[src/hdl/cpu_regs_pkg.sv]
// Constants for the CPU register set and flag word
// How it works
// RULE1: Four 16-bit general data registers
// RULE2: First two data registers split into bytes
// RULE3: Third over first, fourth over second
// RULE4: Two 16-bit address registers, also addressing bases
// RULE5: Address pair forms 32 bits, second high
// RULE6: Data, address, frame base banked twice
// RULE7: 16-bit frame base register
// RULE8: 20-bit program counter
// RULE9: 20-bit vector table base register
// RULE10: Bit 7 picks user or interrupt stack
// RULE11: Interrupt or low soft interrupt clears bit 7
// RULE12: 16-bit static base register
// RULE13: Bit 0 captures the carry
// RULE14: Bit 1 raises step interrupt, cleared on accept
// RULE15: Bits 2, 3, 5 hold zero, sign, overflow
// RULE16: Bit 4 selects register bank
// RULE17: Bit 6 gates interrupts, cleared on accept
// RULE18: Bits 12-14 priority; accept only above it
// RULE19: Bits 8-11 and 15 are reserved
// RULE20: Reset held low at least 20 cycles; RESET here is active high, and the bench holds it high for 20 cycles
// RULE21: After reset, fetch start from reset vector
// RULE22: Software reset equals hardware reset
// RULE23: Reset clears registers and flag word
// RULE24: Condition flags accepted from execution each instruction
package cpu_regs_pkg;
    // Register select codes on the plain register port
    localparam logic [3:0] SEL_DATA0 = 4'h0;
    localparam logic [3:0] SEL_DATA1 = 4'h1;
    localparam logic [3:0] SEL_DATA2 = 4'h2;
    localparam logic [3:0] SEL_DATA3 = 4'h3;
    localparam logic [3:0] SEL_ADDR0 = 4'h4;
    localparam logic [3:0] SEL_ADDR1 = 4'h5;
    localparam logic [3:0] SEL_FRAME = 4'h6;
    localparam logic [3:0] SEL_IPTR = 4'h7;
    localparam logic [3:0] SEL_VTAB = 4'h8;
    localparam logic [3:0] SEL_USP = 4'h9;
    localparam logic [3:0] SEL_ISP = 4'hA;
    localparam logic [3:0] SEL_SBASE = 4'hB;
    localparam logic [3:0] SEL_FLAGS = 4'hC;
    localparam logic [3:0] SEL_SP = 4'hD;
    localparam logic [3:0] SEL_STATUS = 4'hE;
    // Flag word bit positions
    localparam int FLG_CARRY = 0;
    localparam int FLG_STEP = 1;
    localparam int FLG_ZERO = 2;
    localparam int FLG_SIGN = 3;
    localparam int FLG_BANK = 4;
    localparam int FLG_OVF = 5;
    localparam int FLG_IEN = 6;
    localparam int FLG_STACK = 7;
    localparam int FLG_LVL_LO = 12;
    // Writable bits of the flag word; reserved bits stay zero
    localparam logic [15:0] FLG_MASK = 16'h70FF;
    localparam logic [15:0] RST_WORD = 16'h0000;
    localparam logic [19:0] RST_ADDR = 20'h00000;
    // Reset vector entry address
    localparam logic [19:0] RESET_VECTOR = 20'hFFFFC;
    localparam int SOFT_INT_MAX = 31;
    // Fetch FSM
    typedef enum logic [1:0] {
        ST_RESET = 2'b00,
        ST_VECTOR = 2'b01,
        ST_RUN = 2'b10
    } boot_state_t;
endpackage

[src/hdl/cpu_register_set.sv]
// CPU register set with banks, stack pointers and flag word
//
// Chosen here: the strobed register port and the register offsets.
`timescale 1ns/100ps
`default_nettype none
module cpu_register_set (
    input wire logic CLK_SYS,
    input wire logic RESET,
    input wire logic SOFT_RESET,
    input wire logic [3:0] ADDR,
    input wire logic [19:0] WDATA,
    input wire logic WR,
    input wire logic RD,
    output logic [19:0] RDATA,
    input wire logic [3:0] BYTE_SEL,
    output logic [7:0] DATA_REG0_UPPER_BYTE,
    output logic [7:0] DATA_REG0_LOWER_BYTE,
    output logic [7:0] DATA_REG1_UPPER_BYTE,
    output logic [7:0] DATA_REG1_LOWER_BYTE,
    output logic [31:0] DATA_PAIR_LOW_32,
    output logic [31:0] DATA_PAIR_HIGH_32,
    output logic [31:0] ADDRESS_PAIR_32,
    output logic [15:0] ACTIVE_SP,
    output logic [15:0] FLAGS,
    input wire logic COND_WE,
    input wire logic [3:0] COND_FLAGS,
    input wire logic INSN_DONE,
    output logic STEP_REQ,
    input wire logic IRQ_REQ,
    input wire logic [2:0] IRQ_LEVEL,
    input wire logic IRQ_MASKABLE,
    output logic IRQ_ACCEPT,
    input wire logic SOFT_INT,
    input wire logic [5:0] SOFT_INT_NUM,
    input wire logic PC_WE,
    input wire logic [19:0] PC_NEXT,
    output logic [19:0] INSTRUCTION_POINTER,
    output logic VECTOR_FETCH,
    input wire logic VECTOR_VALID,
    input wire logic [19:0] VECTOR_DATA,
    output logic RUNNING
);
    // Banked storage: index 0..3 data, 4..5 address, 6 frame base
    logic [15:0] bank0 [0:6];
    logic [15:0] bank1 [0:6];
    logic [19:0] vector_table_base;
    logic [15:0] user_stack_pointer;
    logic [15:0] interrupt_stack_pointer;
    logic [15:0] static_base;
    logic [15:0] processor_flags_word;
    logic [19:0] instruction_pointer;
    logic [15:0] next_flags;
    logic [15:0] view [0:6];
    logic soft_rst_q;
    logic bank_sel;
    logic step_pending;
    logic accept;
    cpu_regs_pkg::boot_state_t state;
    cpu_regs_pkg::boot_state_t next_state;

    // Software reset is registered, then acts as a full reset
    always_ff @(posedge CLK_SYS or posedge RESET) begin
        if (RESET) begin
            soft_rst_q <= 1'b0;
        end else begin
            soft_rst_q <= SOFT_RESET; // [RULE22]
        end
    end

    // Byte write merge for the split low data registers
    function automatic logic [15:0] merge(input logic [15:0] old,
            input logic [15:0] nw, input logic [1:0] be);
        merge = old;
        if (be[0]) begin
            merge[7:0] = nw[7:0];
        end
        if (be[1]) begin
            merge[15:8] = nw[15:8];
        end
    endfunction

    assign bank_sel = processor_flags_word[cpu_regs_pkg::FLG_BANK]; // [RULE16]

    // Visible bank view; only one bank reaches the ports [RULE6]
    always_comb begin
        for (int i = 0; i < 7; i++) begin
            view[i] = bank_sel ? bank1[i] : bank0[i];
        end
    end

    // Banked register writes; byte lanes only matter for the first two
    always_ff @(posedge CLK_SYS or posedge RESET) begin
        if (RESET) begin
            for (int i = 0; i < 7; i++) begin
                bank0[i] <= cpu_regs_pkg::RST_WORD; // [RULE23]
                bank1[i] <= cpu_regs_pkg::RST_WORD;
            end
        end else if (soft_rst_q) begin
            for (int i = 0; i < 7; i++) begin
                bank0[i] <= cpu_regs_pkg::RST_WORD; // [RULE22]
                bank1[i] <= cpu_regs_pkg::RST_WORD;
            end
        end else if (WR && ADDR <= cpu_regs_pkg::SEL_FRAME) begin
            // [RULE1] [RULE2] [RULE4] [RULE7]
            if (bank_sel) begin
                bank1[ADDR[2:0]] <= merge(bank1[ADDR[2:0]], WDATA[15:0],
                    (ADDR <= cpu_regs_pkg::SEL_DATA1) ? BYTE_SEL[1:0]
                    : 2'h3);
            end else begin
                bank0[ADDR[2:0]] <= merge(bank0[ADDR[2:0]], WDATA[15:0],
                    (ADDR <= cpu_regs_pkg::SEL_DATA1) ? BYTE_SEL[1:0]
                    : 2'h3);
            end
        end
    end

    // Unbanked pointers and bases
    always_ff @(posedge CLK_SYS or posedge RESET) begin
        if (RESET) begin
            vector_table_base <= cpu_regs_pkg::RST_ADDR; // [RULE23]
            user_stack_pointer <= cpu_regs_pkg::RST_WORD;
            interrupt_stack_pointer <= cpu_regs_pkg::RST_WORD;
            static_base <= cpu_regs_pkg::RST_WORD;
        end else if (soft_rst_q) begin
            vector_table_base <= cpu_regs_pkg::RST_ADDR; // [RULE22]
            user_stack_pointer <= cpu_regs_pkg::RST_WORD;
            interrupt_stack_pointer <= cpu_regs_pkg::RST_WORD;
            static_base <= cpu_regs_pkg::RST_WORD;
        end else if (WR) begin
            case (ADDR)
                cpu_regs_pkg::SEL_VTAB: vector_table_base <= WDATA; // [RULE9]
                cpu_regs_pkg::SEL_USP: user_stack_pointer <= WDATA[15:0];
                cpu_regs_pkg::SEL_ISP: begin
                    interrupt_stack_pointer <= WDATA[15:0];
                end
                cpu_regs_pkg::SEL_SBASE: static_base <= WDATA[15:0]; // [RULE12]
                cpu_regs_pkg::SEL_SP: begin
                    // Active pointer write follows the stack select [RULE10]
                    if (processor_flags_word[cpu_regs_pkg::FLG_STACK]) begin
                        user_stack_pointer <= WDATA[15:0];
                    end else begin
                        interrupt_stack_pointer <= WDATA[15:0];
                    end
                end
                default: begin
                end
            endcase
        end
    end

    // Interrupt acceptance: running, enabled or non-maskable, and above current level [RULE18]
    assign accept = IRQ_REQ && (state == cpu_regs_pkg::ST_RUN)
        && (!IRQ_MASKABLE || processor_flags_word[cpu_regs_pkg::FLG_IEN])
        && (IRQ_LEVEL > processor_flags_word[14:12]); // [RULE17]
    assign IRQ_ACCEPT = accept;

    // Step request latched after each completed instruction while the step flag is set [RULE14]
    always_ff @(posedge CLK_SYS or posedge RESET) begin
        if (RESET) begin
            step_pending <= 1'b0;
        end else if (soft_rst_q || accept) begin
            step_pending <= 1'b0;
        end else if (INSN_DONE
                && processor_flags_word[cpu_regs_pkg::FLG_STEP]) begin
            step_pending <= 1'b1;
        end
    end
    assign STEP_REQ = step_pending;

    // Flag word next value; hardware events win over software writes
    always_comb begin
        next_flags = processor_flags_word;
        if (WR && ADDR == cpu_regs_pkg::SEL_FLAGS) begin
            next_flags = WDATA[15:0] & cpu_regs_pkg::FLG_MASK; // [RULE19]
        end
        if (COND_WE) begin
            // Execution unit strobe loads all four condition flags at once [RULE24]
            next_flags[cpu_regs_pkg::FLG_CARRY] = COND_FLAGS[0]; // [RULE13]
            next_flags[cpu_regs_pkg::FLG_ZERO] = COND_FLAGS[1]; // [RULE15]
            next_flags[cpu_regs_pkg::FLG_SIGN] = COND_FLAGS[2];
            next_flags[cpu_regs_pkg::FLG_OVF] = COND_FLAGS[3];
        end
        if (SOFT_INT && SOFT_INT_NUM <= 6'(cpu_regs_pkg::SOFT_INT_MAX)) begin
            next_flags[cpu_regs_pkg::FLG_STACK] = 1'b0; // [RULE11]
        end
        if (accept) begin
            next_flags[cpu_regs_pkg::FLG_STACK] = 1'b0; // [RULE11]
            next_flags[cpu_regs_pkg::FLG_IEN] = 1'b0; // [RULE17]
            next_flags[cpu_regs_pkg::FLG_STEP] = 1'b0; // [RULE14]
        end
    end

    always_ff @(posedge CLK_SYS or posedge RESET) begin
        if (RESET) begin
            processor_flags_word <= cpu_regs_pkg::RST_WORD; // [RULE23]
        end else if (soft_rst_q) begin
            processor_flags_word <= cpu_regs_pkg::RST_WORD; // [RULE22]
        end else begin
            processor_flags_word <= next_flags;
        end
    end

    // Boot sequencer: reset, fetch vector, run [RULE21]
    always_comb begin
        next_state = state;
        unique case (state)
            cpu_regs_pkg::ST_RESET: next_state = cpu_regs_pkg::ST_VECTOR;
            cpu_regs_pkg::ST_VECTOR: begin
                if (VECTOR_VALID) begin
                    next_state = cpu_regs_pkg::ST_RUN;
                end
            end
            cpu_regs_pkg::ST_RUN: next_state = cpu_regs_pkg::ST_RUN;
            default: next_state = cpu_regs_pkg::ST_RESET;
        endcase
    end

    always_ff @(posedge CLK_SYS or posedge RESET) begin
        if (RESET) begin
            state <= cpu_regs_pkg::ST_RESET;
        end else if (soft_rst_q) begin
            state <= cpu_regs_pkg::ST_RESET; // [RULE22]
        end else begin
            state <= next_state;
        end
    end

    // Program counter: loaded from vector, then by execution [RULE8]
    always_ff @(posedge CLK_SYS or posedge RESET) begin
        if (RESET) begin
            instruction_pointer <= cpu_regs_pkg::RST_ADDR;
        end else if (soft_rst_q) begin
            instruction_pointer <= cpu_regs_pkg::RST_ADDR;
        end else if (state == cpu_regs_pkg::ST_VECTOR && VECTOR_VALID) begin
            instruction_pointer <= VECTOR_DATA; // [RULE21]
        end else if (state == cpu_regs_pkg::ST_RUN && PC_WE) begin
            instruction_pointer <= PC_NEXT;
        end else if (WR && ADDR == cpu_regs_pkg::SEL_IPTR) begin
            instruction_pointer <= WDATA;
        end
    end

    assign VECTOR_FETCH = (state == cpu_regs_pkg::ST_VECTOR);
    assign RUNNING = (state == cpu_regs_pkg::ST_RUN);
    assign INSTRUCTION_POINTER = instruction_pointer;
    assign FLAGS = processor_flags_word;

    // Composite views [RULE2] [RULE3] [RULE5]
    assign DATA_REG0_UPPER_BYTE = view[0][15:8];
    assign DATA_REG0_LOWER_BYTE = view[0][7:0];
    assign DATA_REG1_UPPER_BYTE = view[1][15:8];
    assign DATA_REG1_LOWER_BYTE = view[1][7:0];
    assign DATA_PAIR_LOW_32 = {view[2], view[0]};
    assign DATA_PAIR_HIGH_32 = {view[3], view[1]};
    assign ADDRESS_PAIR_32 = {view[5], view[4]};
    assign ACTIVE_SP = processor_flags_word[cpu_regs_pkg::FLG_STACK]
        ? user_stack_pointer : interrupt_stack_pointer; // [RULE10]

    // Read data one cycle after the strobe, zero otherwise
    always_ff @(posedge CLK_SYS or posedge RESET) begin
        if (RESET) begin
            RDATA <= cpu_regs_pkg::RST_ADDR;
        end else if (RD) begin
            case (ADDR)
                cpu_regs_pkg::SEL_DATA0, cpu_regs_pkg::SEL_DATA1,
                cpu_regs_pkg::SEL_DATA2, cpu_regs_pkg::SEL_DATA3,
                cpu_regs_pkg::SEL_ADDR0, cpu_regs_pkg::SEL_ADDR1,
                cpu_regs_pkg::SEL_FRAME: RDATA <= {4'h0, view[ADDR[2:0]]};
                cpu_regs_pkg::SEL_IPTR: RDATA <= instruction_pointer;
                cpu_regs_pkg::SEL_VTAB: RDATA <= vector_table_base;
                cpu_regs_pkg::SEL_USP: RDATA <= {4'h0, user_stack_pointer};
                cpu_regs_pkg::SEL_ISP: begin
                    RDATA <= {4'h0, interrupt_stack_pointer};
                end
                cpu_regs_pkg::SEL_SBASE: RDATA <= {4'h0, static_base};
                cpu_regs_pkg::SEL_FLAGS: RDATA <= {4'h0, processor_flags_word};
                cpu_regs_pkg::SEL_SP: RDATA <= {4'h0, ACTIVE_SP};
                cpu_regs_pkg::SEL_STATUS: RDATA <= {17'h0, state, step_pending};
                default: RDATA <= 20'h00000;
            endcase
        end else begin
            RDATA <= 20'h00000;
        end
    end
endmodule
`default_nettype wire

[config.mk]
export PLATFORM = sky130hd
export DESIGN_NAME = cpu_register_set
export DESIGN_NICKNAME = d
export VERILOG_FILES = /design/src/hdl/cpu_regs_pkg.sv /design/src/hdl/cpu_register_set.sv
export SDC_FILE = /design/constraint.sdc
export NUM_CORES = 1
export LEC_CHECK = 0
export ABC_AREA = 1
export BUFFER_PORTS_ARGS = -buffer_cell sky130_fd_sc_hd__buf_2
export CAP_MARGIN = 20
export CORE_MARGIN = 8
export CORE_UTILIZATION = 25
export DETAILED_ROUTE_END_ITERATION = 10
export GPL_TIMING_DRIVEN = 0
export PLACE_DENSITY_LB_ADDON = 0.12
export SYNTH_ARGS = -nofsm -noshare
export SYNTH_HDL_FRONTEND = slang
export SYNTH_SLANG_ARGS = --single-unit
export TNS_END_PERCENT = 5
[constraint.sdc]
create_clock -name CLK_SYS -period 17.7 [get_ports CLK_SYS]
set_input_delay 5.31 -clock CLK_SYS [delete_from_list [all_inputs] [get_ports CLK_SYS]]
set_output_delay 5.31 -clock CLK_SYS [all_outputs]
set_load 0.01 [all_outputs]
==> implementation parameters, run 1 <==
Parameter                              Value

CTS
  Setup Fix Bufs, Post-CTS    0
  Clock sink count    347
  Maximum level of the CTS H-tree    2
  Clock latency reported for the late side of the worst-skew pair    a little under 0.6 ns
  Master cell of the clock root buffer    sky130_fd_sc_hd__clkbuf_16
  Buffer depth of the longest clock path    3
  Number of buffers created by CTS    43
  Post-CTS Hold Buffers    0
  CTS clk-pin slew, worst paths    around 0.060 ns
  Post-cts repair resize count    0
  Clock tree from TritonCTS    yes

Global routing
  Largest net degree at the start of global routing    120
  Met3 GRT Util    3.72%
  Grt total ovfl    0
  M1 GR Usage    a little under a third
  Busiest grt layer    met2
  Met2 track utilization from global routing    35.6%
  Tot GR Track Use    approximately 23%
  Number of antenna violations at the first check in global routing    1
  Via count of the first global-routing pass    18,586
  Wire length of the first global-routing pass    138,000 µm

Worst setup path
  Arr. time, crit path    6.52 ns
  Critical path peak fanout    6
  Crit path capture    IRQ_ACCEPT
  WS Path Type    input port to output pin
  Startpoint of the worst-slack reg-to-reg timing path    FLAGS[4]
  CP startpoint kind    input port
  Worst Path Required    12.39 ns
  Reg-to-reg setup timing slack    14.47 ns
  Cells on worst reg2reg path    9
  Startpoint of the worst setup timing path    IRQ_LEVEL[2]
  Terminus of the critical flop-to-flop path    RDATA[8]
  Category of the worst setup path capture point    output pin

Detailed routing
  Total wirelength of the detailed-routed design    ~100,000 µm
  Total number of vias    18,996
  Average wire length per cell after detail routing    25.5 µm
  Vias/cell    between 4 and 5
  Number of DRC markers after the initial detailed-route iteration    1,748
  Count of TritonRoute iterations in the first routing pass    6
  Antenna-violating nets left    0
  DRC errors left    0

Floorplanning
  Core footprint    around 73,000 µm²
  Die height    about 290 µm
  # IOs    between 200 and 300
  Starting density of the core    25.2%
  Die Outline Area    82,400 µm²
  Site Rows    99
  Die width    about 290 µm

Power and ir drop
  Peak supply drop    0.0000595 V
  Leakage    around 12 nW
  Ratio of total power to cell area    96.7 nW/µm²

STA
  Layout Skew    around 0.01 ns
  Setup slack of the critical path after layout    a little under 6 ns
  Setup TNS Final    0 ns
  Max-Slew Margin vs Limit    between 20% and 30%
  Pin slew with the least headroom to its limit    1.18 ns
  Endpoints failing setup    0
  Unrepaired setup endpoints after global routing    false
  Upper clock frequency limit    0.0845 GHz
  Count of endpoints failing hold in the final timing report    0
  Part of the cycle the worst path needs    66.8%
  Fin crit period    11.83 ns
  Max-slew violations    0

Synthesis
  Sequential fraction of the synthesis area    a little under half
  FFs w/ async S/R, synth    100%
  Cell accounting for the most synthesized area    sky130_fd_sc_hd__dfrtp_1
  Yosys top cell area share    a little under half
  Number of distinct library cell variants in the gate-level netlist after synthesis    40
  Count leader, synth    sky130_fd_sc_hd__nand2_1
  Cell area after synthesis    approximately 18,000 µm²
  Number of enable-type register cells in the synthesized netlist    0
  Most used standard cells in the synthesized netlist    sky130_fd_sc_hd__nand2_1 (1,017), sky130_fd_sc_hd__dfrtp_1 (347), sky130_fd_sc_hd__o21ai_0 (229), sky130_fd_sc_hd__inv_1 (181), sky130_fd_sc_hd__nand3_1 (150)
  Syn Inst Count    2,502
  Number of storage elements in the synthesis netlist    ~350
  Leading cell types by total area after synthesis    sky130_fd_sc_hd__dfrtp_1 (47%), sky130_fd_sc_hd__nand2_1 (21%), sky130_fd_sc_hd__o21ai_0 (6.2%)
  Avg Inst Size Synth    7.34 µm²
  Yosys warning total    0
  Dominant register cell in the synthesized netlist    sky130_fd_sc_hd__dfrtp_1

Placed design
  Final HPWL DP    73,800 µm
  Worst slack after detailed placement    5.86 ns
  Final GP Congestion    0.928
  Total of buffers placed on input and output ports    282

Layout
  FILL cells    8,119
  Count of nets after finishing    2,940
  Diodes inserted    0
  Layout cell share with drive strength beyond 1    17.5%
  Area Growth Syn to Fin    23.3%

Run
  # Max-Cap Violations    0

Worst hold path
  Class of the worst hold path    flop to flop

Status
  Result of the run    completed
registers in the layout, indices dropped and copies added (netlist names):
register,flops
state,2
interrupt_stack_pointer,16
static_base,16
RDATA,20
INSTRUCTION_POINTER,20
FLAGS,11
STEP_REQ,1
soft_rst_q,1
bank1,112
vector_table_base,20
user_stack_pointer,16
bank0,112
power by group:
group | switching [mW] | total (mW) | internal, mW
sequential | 0.0339 | 0.870 | 0.836
combinational | 0.262 | 0.368 | 0.106
clock | 0.375 | 0.952 | 0.577
area by class of cell:
type	instances	area [µm²]	area share [%]
buffer	163	801	3.54
clock buffer	62	1290	5.70
clock inverter	16	205	0.906
inverter	189	718	3.17
multi-input combinational	1807	8200	36.2
sequential	347	8680	38.3
tap	959	1200	5.30
timing repair buffer	290	1560	6.87
kinds of logic after synthesis:
logic type      synth area share, %
buf+inv                        8.23
fa+ha+maj                     0.409
flops                          47.3
compound gates                 11.1
simple gates                   30.6
other cells                  0.0204
mux                            2.37
layout by cell type, fill, tap and decap left out, drive strengths merged:
| master | netlist | routed |
|---|---|---|
| mux2 | 20 | 20 |
| or2 | 17 | 17 |
| o22ai | 28 | 28 |
| clkinv | 4 | 15 |
| a21oi | 67 | 67 |
| o21a | 14 | 14 |
| o21ai | 248 | 248 |
| nor2 | 138 | 138 |
| conb | 1 | 5 |
| o21bai | 2 | 2 |
| buf | 89 | 379 |
| nor3 | 9 | 9 |
| nand3 | 151 | 151 |
| o211ai | 3 | 3 |
| inv | 185 | 185 |
| nand4 | 39 | 39 |
| bufinv | 0 | 5 |
| clkbuf | 74 | 136 |
| mux2i | 21 | 21 |
| a31oi | 13 | 13 |
| dfrtp | 347 | 347 |
| ha | 6 | 6 |
| nand2 | 1026 | 1026 |
per-layer routing:
metal	wire length [µm]	share of wire, %
met5	0	0
met4	3570	3.7
met3	6790	7.0
met2	43700	45
met1	43600	45
worst min path at each step:
stage / startpoint / cells past startpoint / to / slack, ns
6_report: bank1[24] / 2 / bank1[24] / 0.48
5_1_grt: bank1[15] / 2 / bank1[15] / 0.50
4_1_cts: bank1[29] / 2 / bank1[29] / 0.48
3_5_place_dp: bank1[9] / 2 / bank1[9] / 0.47
3_3_place_gp: bank1[49] / 2 / bank1[49] / 0.46
2_1_floorplan: bank1[67] / 2 / bank1[67] / 0.44
through the flow:
step                      power, mW  instance area, µm²  util, %  std cells  hold WS [ns]
after floorplan                1.07               18400        -       2506         0.444
after global placement         1.25               21000     28.8       3747         0.462
after detailed placement       1.25               21100     29.0       3753         0.466
after CTS                      2.21               22600     31.1       3831         0.482
after global routing           2.28               22600     31.1       3833         0.497
final                          2.19               22600     31.1       3833         0.480
worst max-delay path: stages:
cell and delay [ns]:
sky130_fd_sc_hd__buf_2 0.10, sky130_fd_sc_hd__ha_1 0.28, sky130_fd_sc_hd__nand2_1 0.08, sky130_fd_sc_hd__inv_1 0.04, sky130_fd_sc_hd__a21oi_1 0.13, sky130_fd_sc_hd__nand2_1 0.23
sky130_fd_sc_hd__inv_1 0.20, sky130_fd_sc_hd__buf_2 0.16
Power figures use the tool's default switching activity.
==> run 2: changes to the inputs <==
==> constraint.sdc (replaced) <==
create_clock -name CLK_SYS -period 10.1 [get_ports CLK_SYS]
set_input_delay 3.03 -clock CLK_SYS [delete_from_list [all_inputs] [get_ports CLK_SYS]]
set_output_delay 3.03 -clock CLK_SYS [all_outputs]
set_load 0.01 [all_outputs]
==> implementation parameters, run 2 (synthesis results as in run 1) <==
Parameter                              Value

Status
  Result of the run    completed (unchanged)

Layout
  Most common library cell in the layout ignoring fill and taps    sky130_fd_sc_hd__nand2_1 (unchanged)
  Diodes inserted    0 (unchanged)
  Number of cells in the finished layout apart from fillers    3,836 (was 3,833)
  Commonest cells after routing, fill and taps aside    sky130_fd_sc_hd__nand2_1 (1,017), sky130_fd_sc_hd__dfrtp_1 (347), sky130_fd_sc_hd__buf_2 (308) (was sky130_fd_sc_hd__nand2_1 (1,017), sky130_fd_sc_hd__dfrtp_1 (347), sky130_fd_sc_hd__buf_2 (309))
  Area Growth Syn to Fin    23.2% (was 23.3%)
  Count of nets after finishing    2,946 (was 2,940)
  Layout cell share with drive strength beyond 1    17.5% (about the same)
  Post-route cell area    22,600 µm² (about the same)
  Share of the core filled with cells    31.1% (about the same)
  Registers with the most flip-flops    bank0 (112), bank1 (112) (unchanged)

Worst setup path
  Worst Path Required    7.07 ns (was 12.39 ns)
  Crit path max-delay family    buffers and inverters (unchanged)
  Cells traversed along the worst timing path    buf_2 > ha_1 > nand2_1 > o21ai_0 > nand2_1 > inv_1 > buf_2 (was buf_2 > ha_1 > nand2_1 > inv_1 > a21oi_1 > nand2_1 > inv_1 > buf_2)
  Reg-to-reg setup timing slack    6.82 ns (was 14.47 ns)
  Cells on worst reg2reg path    9 (unchanged)
  Terminus of the critical flop-to-flop path    RDATA[8] (unchanged)
  Startpoint of the worst-slack reg-to-reg timing path    FLAGS[4] (unchanged)
  Critical path peak fanout    6 (unchanged)
  Category of the worst setup path capture point    output pin (unchanged)
  WS Path Type    input port to output pin (unchanged)
  Worst-path cell with the longest stage delay    sky130_fd_sc_hd__ha_1 (unchanged)
  Crit path buffers/inverters    3 (was 4)
  CP startpoint kind    input port (unchanged)
  Largest incremental delay on the critical path    0.28 ns (about the same)
  Arr. time, crit path    4.27 ns (was 6.52 ns)
  Startpoint of the worst setup timing path    IRQ_LEVEL[2] (unchanged)

Floorplanning
  Die width    287 µm (unchanged)
  # IOs    297 (unchanged)
  Site Rows    99 (unchanged)
  Die height    287 µm (unchanged)
  Starting density of the core    25.2% (unchanged)
  Die Outline Area    82,400 µm² (unchanged)
  Core footprint    72,800 µm² (unchanged)

Detailed routing
  Total wirelength of the detailed-routed design    97,000 µm (was 97,600 µm)
  Total number of vias    18,935 (was 18,996)
  Antenna-violating nets left    0 (unchanged)
  Average wire length per cell after detail routing    25.3 µm (was 25.5 µm)
  Count of TritonRoute iterations in the first routing pass    6 (unchanged)
  Number of DRC markers after the initial detailed-route iteration    1,937 (was 1,748)
  Vias/cell    4.94 (was 4.96)
  DRC errors left    0 (unchanged)

STA
  Max-Slew Margin vs Limit    20.3% (was 21.5%)
  Unrepaired setup endpoints after global routing    false (unchanged)
  Pin slew with the least headroom to its limit    1.20 ns (was 1.18 ns)
  Part of the cycle the worst path needs    72.3%
  Endpoints failing setup    0 (unchanged)
  Upper clock frequency limit    0.137 GHz
  Count of endpoints failing hold in the final timing report    0 (unchanged)
  Layout Skew    0.0252 ns (was 0.0100 ns)
  Fin crit period    around 7.3 ns
  Max-slew violations    0 (unchanged)
  Fin Hold WS    0.478 ns (was 0.480 ns)

CTS
  Master cell of the clock root buffer    sky130_fd_sc_hd__clkbuf_16 (unchanged)
  Clock latency reported for the late side of the worst-skew pair    0.59 ns (was 0.58 ns)
  Maximum level of the CTS H-tree    2 (unchanged)
  Number of buffers created by CTS    43 (unchanged)
  CTS clk-pin slew, worst paths    0.06 ns (about the same)
  Clock tree from TritonCTS    yes (unchanged)
  Clock sink count    347 (unchanged)
  Setup Fix Bufs, Post-CTS    0 (unchanged)
  Post-cts repair resize count    0 (unchanged)
  Post-CTS Hold Buffers    0 (unchanged)
  Buffer depth of the longest clock path    3 (unchanged)

Power and ir drop
  Overall Power    3.73 mW (was 2.19 mW)
  Peak supply drop    0.0000988 V (was 0.0000595 V)
  Leakage    12.0 nW (about the same)
  Ratio of total power to cell area    165 nW/µm² (was 96.7 nW/µm²)

Global routing
  Grt total ovfl    0 (unchanged)
  Via count of the first global-routing pass    18,699 (was 18,586)
  Wire length of the first global-routing pass    137,000 µm (was 138,000 µm)
  Number of antenna violations at the first check in global routing    1 (unchanged)
  Largest net degree at the start of global routing    41 (was 120)
  Tot GR Track Use    22.8% (was 22.9%)

Placed design
  Final HPWL DP    74,300 µm (was 73,800 µm)
  Area after DPL    21,200 µm² (was 21,100 µm²)
  Total placed cells including tap cells    3,759 (was 3,753)
  Final GP Congestion    0.909 (was 0.928)
  Total of buffers placed on input and output ports    282 (unchanged)

Worst hold path
  Endpoint of the worst hold path    bank1[21] (was bank1[24])
  Class of the worst hold path    flop to flop (unchanged)
  Hold Path Cell Cnt    2 (unchanged)
  Worst hold path startpoint    bank1[21] (was bank1[24])

Run
  # Max-Cap Violations    0 (unchanged)
## run 2: cell types whose count changed in the layout (fill, tap and decap cells not counted), sizes merged
cell / previous run / this run
buf: 379 / 384
bufinv: 5 / 1
clkbuf: 136 / 140
clkinv: 15 / 13
clkinvlp: 0 / 1
inv: 185 / 184
## run 2: cell type report
cell class	instances	area, µm²
timing repair buffer	296	1670
multi-input combinational	1807	8200
buffer	163	801
clock inverter	10	75.1
inverter	189	714
fill	8039	50200
sequential	347	8680
tap	959	1200
clock buffer	65	1300
## run 2: power breakdown
group | internal [mW] | switching, mW | total (mW)
registers | 1.47 | 0.0634 | 1.53
clock network | 0.909 | 0.649 | 1.56
logic | 0.190 | 0.458 | 0.648
total | 2.56 | 1.17 | 3.73
## run 2: metal layers
metal  vias up  part of all wire, %  global-route usage (%)
met2       814                   45                    35.5
met1      9314                   45                    31.8
li1       8644                    -                       -
met5         -                    0                       0
met3       163                  6.8                    3.33
met4         0                  4.0                    8.64
## run 2: how the worst max path moves through the flow
stage	slack (ns)	cells after the start	to
after CTS	2.81	8	IRQ_ACCEPT
after global placement	-0.24	2	INSTRUCTION_POINTER[19]
final	2.80	7	IRQ_ACCEPT
after detailed placement	2.82	8	IRQ_ACCEPT
after global routing	2.75	8	IRQ_ACCEPT
after floorplan	2.43	1	FLAGS[0]
## run 2: worst reg2reg max path: stages (launching register included)
cell	delay, ns
sky130_fd_sc_hd__dfrtp_1	0.38
sky130_fd_sc_hd__clkbuf_1	0.31
sky130_fd_sc_hd__buf_2	0.29
sky130_fd_sc_hd__buf_1	0.91
sky130_fd_sc_hd__nand2_1	0.34
sky130_fd_sc_hd__nand2_1	0.24
sky130_fd_sc_hd__o21ai_0	0.10
sky130_fd_sc_hd__nor2_1	0.29
sky130_fd_sc_hd__nand2_1	0.15
sky130_fd_sc_hd__a21oi_1	0.18
## run 2: stage by stage
stage / TNS [ns] / worst slack (ns)
2_1_floorplan: 0 / 2.43
5_1_grt: 0 / 2.75
4_1_cts: 0 / 2.81
3_5_place_dp: 0 / 2.82
3_3_place_gp: -64.88 / -0.244
6_report: 0 / 2.80
